### src/verilog/ast_pkg.sv
// Constants, register map and carrier types for the async serial transceiver.
// Assumes a 100 MHz clock and a 32-bit APB master on the register side.
package ast_pkg;
  // Register byte offsets
  localparam logic [7:0] AST_OFS_CTRL1 = 8'h00;
  localparam logic [7:0] AST_OFS_CTRL2 = 8'h04;
  localparam logic [7:0] AST_OFS_CTRL3 = 8'h08;
  localparam logic [7:0] AST_OFS_STAT1 = 8'h0C;
  localparam logic [7:0] AST_OFS_STAT2 = 8'h10;
  localparam logic [7:0] AST_OFS_DATA = 8'h14;
  localparam logic [7:0] AST_OFS_BAUD = 8'h18;
  // control_reg_one fields
  localparam int AST_C1_ENABLE = 0;
  localparam int AST_C1_CHAR9 = 1;
  localparam int AST_C1_INVERT = 2;
  // control_reg_two fields
  localparam int AST_C2_TXEN = 0;
  localparam int AST_C2_RXEN = 1;
  localparam int AST_C2_BREAK = 2;
  localparam int AST_C2_TEIE = 3;
  localparam int AST_C2_TX_COMPLETE_IRQ_EN = 4;
  localparam int AST_C2_RFIE = 5;
  // control_reg_three fields
  localparam int AST_C3_T8 = 0;
  localparam int AST_C3_R8 = 1;
  // status_reg_one fields
  localparam int AST_S1_TXE = 0;
  localparam int AST_S1_TC = 1;
  localparam int AST_S1_RXF = 2;
  localparam int AST_S1_NF = 3;
  localparam int AST_S1_FE = 4;
  // status_reg_two fields
  localparam int AST_S2_BKF = 0;
  localparam int AST_S2_RPF = 1;
  // Reset values
  localparam logic [7:0] AST_BAUD_RST = 8'h00;
  // Sample tick timing and frame bit counts
  localparam logic [3:0] AST_TICKS_LAST = 4'hF;
  localparam logic [3:0] AST_RT_VER = 4'h7;
  localparam logic [3:0] AST_RT_DEC = 4'hA;
  localparam logic [3:0] AST_BITS8 = 4'hA;
  localparam logic [3:0] AST_BITS9 = 4'hB;

  typedef struct packed {
    logic module_enable;
    logic char9;
    logic tx_invert;
    logic tx_enable;
    logic rx_enable;
    logic send_break;
    logic tx_empty_irq_en;
    logic tx_complete_irq_en;
    logic rx_full_irq_en;
    logic tx_ninth_bit;
  } ast_ctrl_t;

  localparam ast_ctrl_t AST_CTRL_RST = '0;
endpackage

### src/verilog/ast_top.sv
// Async serial transceiver: APB register slave, shared baud generator,
// transmitter and 16x oversampling receiver in one module.
// Assumes one 100 MHz clock; serial_in_pin is asynchronous to it.
//
// Chosen here: the placing of the registers and register access over APB.
`timescale 1ns/100ps
module ast_top
  import ast_pkg::*;
(
  input wire logic clk,
  input wire logic rst,
  input wire logic psel,
  input wire logic penable,
  input wire logic pwrite,
  input wire logic [31:0] paddr,
  input wire logic [31:0] pwdata,
  output logic [31:0] prdata,
  output logic pready,
  output logic pslverr,
  input wire logic serial_in_pin,
  output logic serial_out_pin,
  output logic serial_out_pin_oe,
  output logic tx_irq,
  output logic rx_irq
);

  function automatic logic maj3(input logic [2:0] s);
    maj3 = (s[0] & s[1]) | (s[0] & s[2]) | (s[1] & s[2]);
  endfunction

  function automatic logic hit(input logic [31:0] a, input logic [7:0] ofs);
    hit = (a[31:8] == 24'h00_0000) && (a[7:0] == ofs);
  endfunction

  // Registers
  ast_ctrl_t ctrl_reg;
  logic [7:0] baud_reg;
  logic [7:0] bdiv_reg;
  logic tick_reg;
  logic [8:0] txbuf_reg;
  logic txbuf_full_reg;
  logic txe_reg;
  logic tc_reg;
  logic [10:0] tsh_reg;
  logic [3:0] tbits_reg;
  logic [3:0] tsub_reg;
  logic preamble_reg;
  logic brk_tail_reg;
  logic gen_reg;
  logic te_prev_reg;
  logic [8:0] rbuf_reg;
  logic r8_reg;
  logic rxf_reg;
  logic nf_reg;
  logic fe_reg;
  logic bkf_reg;
  logic s1_armed_reg;
  logic s2_armed_reg;
  logic rs1_reg;
  logic rs2_reg;
  logic [2:0] rhist_reg;
  logic rbusy_reg;
  logic [3:0] rrt_reg;
  logic [3:0] ridx_reg;
  logic [2:0] rsamp_reg;
  logic [8:0] rsh_reg;
  logic rnoise_reg;
  logic [31:0] prdata_reg;
  logic pready_reg;
  logic pslverr_reg;
  logic txd_reg;
  logic txoe_reg;
  logic tx_irq_reg;
  logic rx_irq_reg;

  // Bus decode
  wire logic setup = psel & ~penable;
  wire logic acc = psel & penable & pready_reg;
  wire logic wr = acc & pwrite;
  wire logic rd = acc & ~pwrite;
  wire logic h_c1 = hit(paddr, AST_OFS_CTRL1);
  wire logic h_c2 = hit(paddr, AST_OFS_CTRL2);
  wire logic h_c3 = hit(paddr, AST_OFS_CTRL3);
  wire logic h_s1 = hit(paddr, AST_OFS_STAT1);
  wire logic h_s2 = hit(paddr, AST_OFS_STAT2);
  wire logic h_dt = hit(paddr, AST_OFS_DATA);
  wire logic h_bd = hit(paddr, AST_OFS_BAUD);
  wire logic mapped = h_c1 | h_c2 | h_c3 | h_s1 | h_s2 | h_dt | h_bd;
  wire logic en = ctrl_reg.module_enable;
  wire logic wr_data = wr & h_dt;
  wire logic rd_data = rd & h_dt;

  wire logic [31:0] rd_mux =
    h_c1 ? {29'h0, ctrl_reg.tx_invert, ctrl_reg.char9, ctrl_reg.module_enable} :
    h_c2 ? {26'h0, ctrl_reg.rx_full_irq_en, ctrl_reg.tx_complete_irq_en,
            ctrl_reg.tx_empty_irq_en, ctrl_reg.send_break, ctrl_reg.rx_enable,
            ctrl_reg.tx_enable} :
    h_c3 ? {30'h0, r8_reg, ctrl_reg.tx_ninth_bit} :
    h_s1 ? {27'h0, fe_reg, nf_reg, rxf_reg, tc_reg, txe_reg} :
    h_s2 ? {30'h0, rbusy_reg, bkf_reg} :
    h_dt ? {24'h0, rbuf_reg[7:0]} :
    h_bd ? {24'h0, baud_reg} : 32'h0000_0000;

  always_ff @(posedge clk) begin
    if (rst) begin
      prdata_reg <= 32'h0000_0000;
      pready_reg <= 1'b0;
      pslverr_reg <= 1'b0;
    end else begin
      prdata_reg <= setup ? rd_mux : 32'h0000_0000;
      pready_reg <= setup;
      pslverr_reg <= setup & ~mapped;
    end
  end

  // Control registers
  always_ff @(posedge clk) begin
    if (rst) begin
      ctrl_reg <= AST_CTRL_RST;
      baud_reg <= AST_BAUD_RST;
    end else if (wr) begin
      if (h_c1) begin
        ctrl_reg.module_enable <= pwdata[AST_C1_ENABLE];
        ctrl_reg.char9 <= pwdata[AST_C1_CHAR9];
        ctrl_reg.tx_invert <= pwdata[AST_C1_INVERT];
      end
      if (h_c2) begin
        ctrl_reg.tx_enable <= pwdata[AST_C2_TXEN];
        ctrl_reg.rx_enable <= pwdata[AST_C2_RXEN];
        ctrl_reg.send_break <= pwdata[AST_C2_BREAK];
        ctrl_reg.tx_empty_irq_en <= pwdata[AST_C2_TEIE];
        ctrl_reg.tx_complete_irq_en <= pwdata[AST_C2_TX_COMPLETE_IRQ_EN];
        ctrl_reg.rx_full_irq_en <= pwdata[AST_C2_RFIE];
      end
      if (h_c3) begin
        ctrl_reg.tx_ninth_bit <= pwdata[AST_C3_T8];
      end
      if (h_bd) begin
        baud_reg <= pwdata[7:0];
      end
    end
  end

  // Baud tick: one pulse every baud_reg+1 clocks, shared by both directions
  always_ff @(posedge clk) begin
    if (rst || !en) begin
      bdiv_reg <= 8'h00;
      tick_reg <= 1'b0;
    end else begin
      bdiv_reg <= (bdiv_reg >= baud_reg) ? 8'h00 : bdiv_reg + 8'h01;
      tick_reg <= (bdiv_reg >= baud_reg);
    end
  end

  // Transmitter: decide what to load when the shifter runs dry
  wire logic tx_on = en & ctrl_reg.tx_enable;
  wire logic [3:0] nbits = ctrl_reg.char9 ? AST_BITS9 : AST_BITS8;
  wire logic bit_end = tick_reg & (tsub_reg == AST_TICKS_LAST);
  wire logic last_bit = bit_end & (tbits_reg == 4'h1);
  wire logic dry = (tbits_reg == 4'h0) | last_bit;
  wire logic te_rise = tx_on & ~te_prev_reg;
  wire logic ld_pre = dry & tx_on & (preamble_reg | te_rise);
  wire logic ld_brk = dry & tx_on & ~ld_pre & ctrl_reg.send_break;
  wire logic ld_one = dry & ~ld_pre & ~ld_brk & brk_tail_reg;
  wire logic ld_dat = dry & tx_on & ~ld_pre & ~ld_brk & ~ld_one & txbuf_full_reg;
  wire logic [10:0] frame = ctrl_reg.char9 ?
    {1'b1, ctrl_reg.tx_ninth_bit, txbuf_reg[7:0], 1'b0} :
    {2'b11, txbuf_reg[7:0], 1'b0};

  always_ff @(posedge clk) begin
    if (rst || !en) begin
      tsh_reg <= 11'h7FF;
      tbits_reg <= 4'h0;
      tsub_reg <= 4'h0;
      preamble_reg <= 1'b0;
      brk_tail_reg <= 1'b0;
      gen_reg <= 1'b0;
      te_prev_reg <= 1'b0;
    end else begin
      te_prev_reg <= tx_on;
      if (te_rise && !dry) begin
        preamble_reg <= 1'b1;
      end else if (ld_pre) begin
        preamble_reg <= 1'b0;
      end
      if (tick_reg) begin
        tsub_reg <= tsub_reg + 4'h1;
      end
      if (ld_pre) begin
        tsh_reg <= 11'h7FF;
        tbits_reg <= nbits;
        gen_reg <= 1'b1;
      end else if (ld_brk) begin
        tsh_reg <= 11'h000;
        tbits_reg <= nbits;
        brk_tail_reg <= 1'b1;
        gen_reg <= 1'b1;
      end else if (ld_one) begin
        tsh_reg <= 11'h7FF;
        tbits_reg <= 4'h1;
        brk_tail_reg <= 1'b0;
        gen_reg <= 1'b1;
      end else if (ld_dat) begin
        tsh_reg <= frame;
        tbits_reg <= nbits;
        gen_reg <= 1'b0;
      end else if (last_bit) begin
        tsh_reg <= 11'h7FF;
        tbits_reg <= 4'h0;
        gen_reg <= 1'b0;
      end else if (bit_end && tbits_reg != 4'h0) begin
        tsh_reg <= {1'b1, tsh_reg[10:1]};
        tbits_reg <= tbits_reg - 4'h1;
      end
      // Idle pins the bit timer at zero so a frame started from idle gets a full first bit
      if (tbits_reg == 4'h0) begin
        tsub_reg <= 4'h0;
      end
    end
  end

  // Transmit buffer; a write during handoff still lands, so nothing is dropped
  always_ff @(posedge clk) begin
    if (rst) begin
      txbuf_reg <= 9'h000;
      txbuf_full_reg <= 1'b0;
      txe_reg <= 1'b1;
      tc_reg <= 1'b1;
    end else begin
      if (wr_data) begin
        txbuf_reg <= {1'b0, pwdata[7:0]};
        txbuf_full_reg <= 1'b1;
        txe_reg <= ld_dat | ~s1_armed_reg; // Handoff set wins over the clearing write
      end else if (ld_dat) begin
        txbuf_full_reg <= 1'b0;
        txe_reg <= 1'b1;
      end
      tc_reg <= ~txbuf_full_reg & (tbits_reg == 4'h0) & ~gen_reg
                & ~preamble_reg & ~brk_tail_reg;
    end
  end

  // Pin drive and transmit request, all registered
  always_ff @(posedge clk) begin
    if (rst) begin
      txd_reg <= 1'b1;
      txoe_reg <= 1'b0;
      tx_irq_reg <= 1'b0;
    end else begin
      txd_reg <= tsh_reg[0] ^ ctrl_reg.tx_invert;
      txoe_reg <= en;
      tx_irq_reg <= (txe_reg & ctrl_reg.tx_empty_irq_en)
                    | (tc_reg & ctrl_reg.tx_complete_irq_en);
    end
  end

  // Receiver input synchroniser; only rs2_reg feeds logic
  always_ff @(posedge clk) begin
    if (rst) begin
      rs1_reg <= 1'b1;
      rs2_reg <= 1'b1;
    end else begin
      rs1_reg <= serial_in_pin;
      rs2_reg <= rs1_reg;
    end
  end

  // Receiver: rrt_reg counts sample ticks 1..16 inside each bit
  wire logic rx_on = en & ctrl_reg.rx_enable;
  wire logic [3:0] stop_idx = ctrl_reg.char9 ? 4'hA : 4'h9;
  wire logic [2:0] samp3 = {rsamp_reg[1:0], rs2_reg};
  wire logic dec = tick_reg & rbusy_reg & (rrt_reg == AST_RT_DEC);
  wire logic vbit = maj3(samp3);
  wire logic vnoise = (samp3 != 3'b000) & (samp3 != 3'b111);
  wire logic start_seen = tick_reg & ~rbusy_reg & (rhist_reg == 3'b111) & ~rs2_reg;
  wire logic ver_fail = tick_reg & rbusy_reg & (ridx_reg == 4'h0)
                        & (rrt_reg == AST_RT_VER) & maj3(samp3);
  wire logic done = dec & (ridx_reg == stop_idx);
  wire logic is_brk = done & ~vbit & (rsh_reg == 9'h000);
  wire logic sampling = (rrt_reg == 4'h3) | (rrt_reg == 4'h5) | (rrt_reg >= AST_RT_VER);

  always_ff @(posedge clk) begin
    if (rst || !rx_on) begin
      rhist_reg <= 3'b000;
      rbusy_reg <= 1'b0;
      rrt_reg <= 4'h0;
      ridx_reg <= 4'h0;
      rsamp_reg <= 3'b000;
      rsh_reg <= 9'h000;
      rnoise_reg <= 1'b0;
    end else if (tick_reg) begin
      rhist_reg <= {rhist_reg[1:0], rs2_reg};
      if (start_seen) begin
        rbusy_reg <= 1'b1;
        rrt_reg <= 4'h2;
        ridx_reg <= 4'h0;
        rsh_reg <= 9'h000;
        rnoise_reg <= 1'b0;
      end else if (rbusy_reg) begin
        rrt_reg <= rrt_reg + 4'h1;
        if (sampling) begin
          rsamp_reg <= samp3;
        end
        if (ver_fail || done) begin
          rbusy_reg <= 1'b0;
          rhist_reg <= 3'b000;
        end
        if (rrt_reg == AST_RT_VER && ridx_reg == 4'h0 && vnoise) begin
          rnoise_reg <= 1'b1;
        end
        if (dec) begin
          if (vnoise) begin
            rnoise_reg <= 1'b1;
          end
          if (ridx_reg != 4'h0 && ridx_reg != stop_idx) begin
            rsh_reg[ridx_reg - 4'h1] <= vbit;
          end
          ridx_reg <= ridx_reg + 4'h1;
        end
      end
    end
  end

  // Receive buffer and flags; a new set beats a clear in the same cycle
  wire logic rclr = rd_data & s1_armed_reg;
  always_ff @(posedge clk) begin
    if (rst) begin
      rbuf_reg <= 9'h000;
      r8_reg <= 1'b0;
      rxf_reg <= 1'b0;
      nf_reg <= 1'b0;
      fe_reg <= 1'b0;
      bkf_reg <= 1'b0;
      s1_armed_reg <= 1'b0;
      s2_armed_reg <= 1'b0;
    end else begin
      if (rd && h_s1) begin
        s1_armed_reg <= 1'b1;
      end else if (acc && (h_dt || h_s1)) begin
        s1_armed_reg <= 1'b0;
      end
      if (rd && h_s2) begin
        s2_armed_reg <= 1'b1;
      end else if (acc && (h_dt || h_s2)) begin
        s2_armed_reg <= 1'b0;
      end
      if (done) begin
        rbuf_reg <= is_brk ? 9'h000 : rsh_reg;
        r8_reg <= is_brk ? 1'b0 : (ctrl_reg.char9 ? rsh_reg[8] : rsh_reg[7]);
        rxf_reg <= 1'b1;
        fe_reg <= ~vbit;
        nf_reg <= rnoise_reg | vnoise;
      end else if (rclr) begin
        rxf_reg <= 1'b0;
        fe_reg <= 1'b0;
        nf_reg <= 1'b0;
      end
      if (is_brk) begin
        bkf_reg <= 1'b1;
      end else if (rd_data && s2_armed_reg) begin
        bkf_reg <= 1'b0;
      end
    end
  end

  always_ff @(posedge clk) begin
    if (rst) begin
      rx_irq_reg <= 1'b0;
    end else begin
      rx_irq_reg <= rxf_reg & ctrl_reg.rx_full_irq_en;
    end
  end

  assign prdata = prdata_reg;
  assign pready = pready_reg;
  assign pslverr = pslverr_reg;
  assign serial_out_pin = txd_reg;
  assign serial_out_pin_oe = txoe_reg;
  assign tx_irq = tx_irq_reg;
  assign rx_irq = rx_irq_reg;

endmodule // ast_top

### config.mk
export PLATFORM = sky130hd
export DESIGN_NAME = ast_top
export DESIGN_NICKNAME = d
export VERILOG_FILES = /design/src/verilog/ast_pkg.sv /design/src/verilog/ast_top.sv
export SDC_FILE = /design/constraint.sdc
export NUM_CORES = 1
export LEC_CHECK = 0
export BUFFER_PORTS_ARGS = -buffer_cell sky130_fd_sc_hd__buf_2
export CAP_MARGIN = 0
export CORE_MARGIN = 2
export CORE_UTILIZATION = 25
export DETAILED_ROUTE_END_ITERATION = 10
export PLACE_DENSITY = 0.4
export SLEW_MARGIN = 20
export SYNTH_ARGS = -nofsm -noshare
export SYNTH_HDL_FRONTEND = slang
export SYNTH_SLANG_ARGS = --single-unit
### constraint.sdc
create_clock -name clk -period 3.5 [get_ports clk]
set_input_delay 0.35 -clock clk [delete_from_list [all_inputs] [get_ports clk]]
set_output_delay 0.35 -clock clk [all_outputs]
set_load 0.01 [all_outputs]
==> reports/qor.txt, run 1 <==
YS warnings = 0
Clk_lat worst skew = 410 ps
Power Dens Cells = 444 nW/µm²
Routed Antenna Nets = 0
DRT iter0 DRCs = 260
GR Util met3 = 3.21%
Post-CTS setup buffers = 0
Max FFs per register = 11
Met1 Usage GRT = 17.7%
Starting density of the core = 25.4%
Async set-or-reset flop fraction in the synthesized netlist = 0%
Crit path time final = 2590 ps
Layout cell share with drive strength beyond 1 = 15.1%
Core Box Area = 23400 µm²
Status = finished, final reports clean
Worst hold path depth = 2
Crit Path Class = flip-flop to flip-flop
Max clock buf depth = 2
Number of setup violations in the final report = 0
I/O pins = 108
Via count = 5130
Min-delay worst type = input pin to flip-flop
Setup_tns = 0 ps
Area delta synth->final = 17.9%
RSZ-0062 raised after global routing = no
WL final = 16.6 mm
DP HPWL = 12.3 mm
Yosys reg bits = 116
Post-Syn Instances = 699
Post-synth EDFFs = 0
DR WL/cell = 15.4 µm
Post-synth top cells = dfxtp_1, nor2_1, nand2_1
ANT cells = 0
Crit-path max FO = 12
Synthesized area per cell = 8.52 µm²
Dominant synthesized flop cell = dfxtp_1
Clock Skew = 14.7 ps
Area leader, netlist = dfxtp_1
PortBufs = 59
Leak = 0.00243 µW
Die footprint = 25100 µm²
RePlAce Congestion = 0.773
Drt pass-1 iters = 5
Die width = 158 µm
Max-cap violations = 0
R2r worst-path depth = 7
Final Hold Violating Endpoints = 0
Worst rel slew slack = 40.2%
CP Capture Type = flip-flop
Residual DRC = 0
Startpoint Class = flip-flop
Most common cell in the synthesized netlist = dfxtp_1
H-tree levels = 4
Row count = 56
VDD IR max = 0.265 mV
Register area share after synthesis = 39.0%
Actual slew at the worst max-slew pin = 897 ps
First-pass GRT wire length = 25.9 mm
Library cells used by synthesis = 67
Area contributors post-synth = dfxtp_1, a21oi_1, ha_1, mux2i_1, nor2_1
Slew Viols, Final = 0
Clock transition at path regs = 50 ps
Final period util = 74.0%
Total gr overflow = 0
Total GRT Usage = 13.5%
Reg-to-Reg Start = tbits_reg[0]
Initial antenna violation count = 0
Post_cts resized = 0
CTS hold repair buffers = 0
Root Driver = clkbuf_16
Critical Path Source = tbits_reg[0]
Clock net sink count = 116
Net count, final = 838
WP data arrival = 2890 ps
R2r setup slk = 910 ps
Core Util, Final = 30.0%
CTS tree = done
HP Start = serial_in_pin
TritonCTS buffer count = 17
Die H = 158 µm
Post-Synthesis Cell Area = 5950 µm²
Critical Path RT = 3800 ps
Vias in the first global route = 4811
Max Fclk = 386 MHz
Largest net degree at the start of global routing = 52
Share of the synthesized area in the top cell type = 39.0%
M2 GR Usage = 21.7%
GRT Max-Usage Layer = met2
Vias per Instance = 4.77
==> final timing paths <==
kind,endpoint
worst min-delay path,rs1_reg
worst max register to register,tsh_reg[10]
worst min register to register,rs2_reg
worst max-delay path,tsh_reg[10]
==> cell usage in the layout (no fill, tap or decap), drive strengths merged, types with 5 or more instances in the layout <==
master    n
a211o     5
conb     24
mux2i    24
nand2b   13
dfxtp   116
xnor2     6
buf      65
nand4    10
nand2    60
a21oi    57
o21a      5
nor2     63
a21o      5
o31ai     9
nor4     21
nand3    26
xor2     12
o21ai    21
a22oi    18
inv      29
a211oi   14
and3      7
clkbuf   21
nor3     28
nor2b     5
ha       21
==> layer usage <==
layer	share of wire (%)	vias up
li1	-	2567
met1	49	2431
met2	46	119
met3	4.1	13
met4	1.0	0
met5	0	-
==> area by class of cell <==
class | count | area, µm²
sequential | 116 | 2320
clock inverter | 8 | 104
clock buffer | 21 | 470
fill | 2502 | 16400
inverter | 29 | 109
tap | 319 | 399
multi-input combinational | 518 | 3270
timing repair buffer | 65 | 340
==> critical path, stage by stage, from the launching register on <==
cell      delay, ps
dfxtp_1         340
inv_1            90
ha_1            170
or3b_1          500
o21a_1          290
a311oi_2        790
nand2b_1        110
a21o_1          200
==> power breakdown <==
part / internal [µW] / switching (µW)
registers: 1320 / 1.13
logic: 30.6 / 65.1
clock network: 1090 / 607
total: 2440 / 674
==> stage by stage <==
stage	hold WS [ps]	worst slack (ps)	instances	total power (µW)	area [µm²]
2_1_floorplan	389	1460	722	1420	6040
3_3_place_gp	394	952	1047	1450	6440
3_5_place_dp	393	933	1047	1450	6440
4_1_cts	111	907	1076	3170	7020
5_1_grt	118	716	1076	3230	7020
6_report	127	909	1076	3120	7020
==> cells by family after synthesis <==
family	Yosys count	share of synthesized area, %
AO/OA/AOI/OAI	161	18.0
buffers and inverters	88	7.55
other	1	0.0630
XOR/XNOR	18	2.65
multiplexers	24	4.04
AND/OR/NAND/NOR	269	24.1
flip-flops	116	39.0
adder cells (fa/ha/maj)	22	4.58
(Power assumes the default switching activity.)
==> inputs of run 2 (changes only) <==
--- a/config.mk
+++ b/config.mk
@@ -10,7 +10,7 @@
 export CORE_MARGIN = 2
 export CORE_UTILIZATION = 25
 export DETAILED_ROUTE_END_ITERATION = 10
-export PLACE_DENSITY = 0.4
+export PLACE_DENSITY = 0.42
 export SLEW_MARGIN = 20
 export SYNTH_ARGS = -nofsm -noshare
 export SYNTH_HDL_FRONTEND = slang
==> constraint.sdc (replaced) <==
create_clock -name clk -period 2.2 [get_ports clk]
set_input_delay 0.22 -clock clk [delete_from_list [all_inputs] [get_ports clk]]
set_output_delay 0.22 -clock clk [all_outputs]
set_load 0.01 [all_outputs]
==> reports/qor.txt, run 2 (synthesis gave the netlist of run 1 again) <==
Max incr delay on CP = 490 ps
Final period util = 94.3%
Die width = 158 µm
Commonest non-fill, non-tap cell in the layout = dfxtp_1
WP data arrival = 2370 ps
ANT cells = 0
Max Fclk = 482 MHz
VDD IR max = 0.455 mV
Via count = 5177
Layout cell share with drive strength beyond 1 = 21.3%
CTS tree = done
Crit path time final = 2080 ps
Max FFs per register = 11
Worst slack, placed = 1.72 ps
RePlAce Congestion = 0.785
Leak = 0.00266 µW
Actual slew at the worst max-slew pin = 712 ps
DP HPWL = 12.7 mm
Total power = 4960 µW
DRT iter0 DRCs = 302
Critical-path cell list = ha_1 > or3b_1 > o21a_2 > or4_1 > a21boi_2 > o21ai_1
Clock transition at path regs = 60 ps
Total gr overflow = 0
Total GRT Usage = 14.2%
Worst Slack Setup Final = 125 ps
Power Dens Cells = 672 nW/µm²
Core Box Area = 23400 µm²
Vias per Instance = 4.61
Critical Path RT = 2490 ps
Clock Skew = 11.9 ps
Max clock buf depth = 2
Largest net degree at the start of global routing = 51
DR WL/cell = 15.2 µm
Root Driver = clkbuf_16
I/O pins = 108
Area delta synth->final = 24.1%
CP Capture Type = flip-flop
Status = finished, final reports clean
Die H = 158 µm
Crit Path Class = flip-flop to flip-flop
TritonCTS buffer count = 17
Starting density of the core = 25.4%
Row count = 56
Residual DRC = 0
WL final = 17.1 mm
Number of setup violations in the final report = 0
Drt pass-1 iters = 4
Final Hold Violating Endpoints = 0
H-tree levels = 4
CP max stage cell = or4_1
Most frequent cells in the layout = dfxtp_1, nand2_1, nor2_1, buf_2, a21oi_1
Net count, final = 882
First-pass GRT wire length = 27.1 mm
Crit-path max FO = 4
Worst rel slew slack = 52.3%
# fillers = 2518
Die footprint = 25100 µm²
PortBufs = 59
Slew Viols, Final = 0
Max-cap violations = 0
Initial antenna violation count = 0
Clock net sink count = 116
Startpoint Class = flip-flop
Routed Antenna Nets = 0
Clk_lat worst skew = 420 ps
Min-delay worst type = input pin to flip-flop
Vias in the first global route = 4965
## run 2: cell count changes in the layout (fill, tap and decap cells not counted), sizes merged
cell	before	now
dlygate4sd3	0	1
buf	65	108
clkinv	2	4
inv	29	33
clkbuf	21	19
bufinv	2	1
## run 2: final cells by class
| class | count | area (µm²) | area share (%) |
|---|---|---|---|
| inverter | 29 | 109 | 1.47 |
| tap | 319 | 399 | 5.40 |
| clock buffer | 19 | 453 | 6.13 |
| multi-input combinational | 518 | 3310 | 44.7 |
| sequential | 116 | 2320 | 31.5 |
| clock inverter | 13 | 123 | 1.66 |
| timing repair buffer | 109 | 673 | 9.11 |
## run 2: critical path, delay by kind of cell, from the launching register on
family / cells / cell delay [ps]
AO/OA/AOI/OAI: 3 / 480
AND/OR/NAND/NOR: 2 / 890
adder cells (fa/ha/maj): 1 / 200
flip-flops: 1 / 380
## run 2: through the flow
stage                     hold slack (ps)  TNS [ps]  util, %  cell area [µm²]  std cells
final                                94.4         0     31.6             7390       1123
after global routing                 79.2     -1.11     31.6             7390       1123
after CTS                            71.6         0     31.5             7370       1123
after detailed placement              401         0     28.9             6770       1090
after global placement                391         0     28.9             6770       1090
after floorplan                       324         0        -             6040        722
## run 2: per-layer routing
| layer | track usage (%) | share of wire [%] |
|---|---|---|
| met5 | 0 | 0 |
| met4 | 4.25 | 0.86 |
| met3 | 3.05 | 3.9 |
| met2 | 22.4 | 45 |
| met1 | 19.4 | 51 |
## run 2: worst paths after layout
| kind | slack [ps] | endpoint | start | depth (start not counted) |
|---|---|---|---|---|
| hold / removal | 90 | txbuf_reg[7] | pwdata[7] | 3 |
| setup reg to reg | 120 | tsh_reg[9] | tbits_reg[0] | 6 |
| hold reg to reg | 410 | rs2_reg | rs1_reg | 1 |
| setup / recovery | 120 | tsh_reg[9] | tbits_reg[0] | 6 |
## run 2: what timing repair did
action | 4_1_cts | 5_1_grt
cloned | 0 | 0
pin swaps | 0 | 1
setup endpoints to repair | 2 | 23
hold buffers | 1 | 0
setup buffers | 0 | 0
resized for setup | 2 | 9
hold endpoints to repair | 1 | 0
## run 2: where the power goes
part,leakage [µW],internal (µW),total (µW),switching [µW]
registers,0.000936,2100,2110,1.83
logic,0.00145,57.0,162,105
clock network,0.000273,1620,2690,1070
total,0.00266,3790,4960,1180
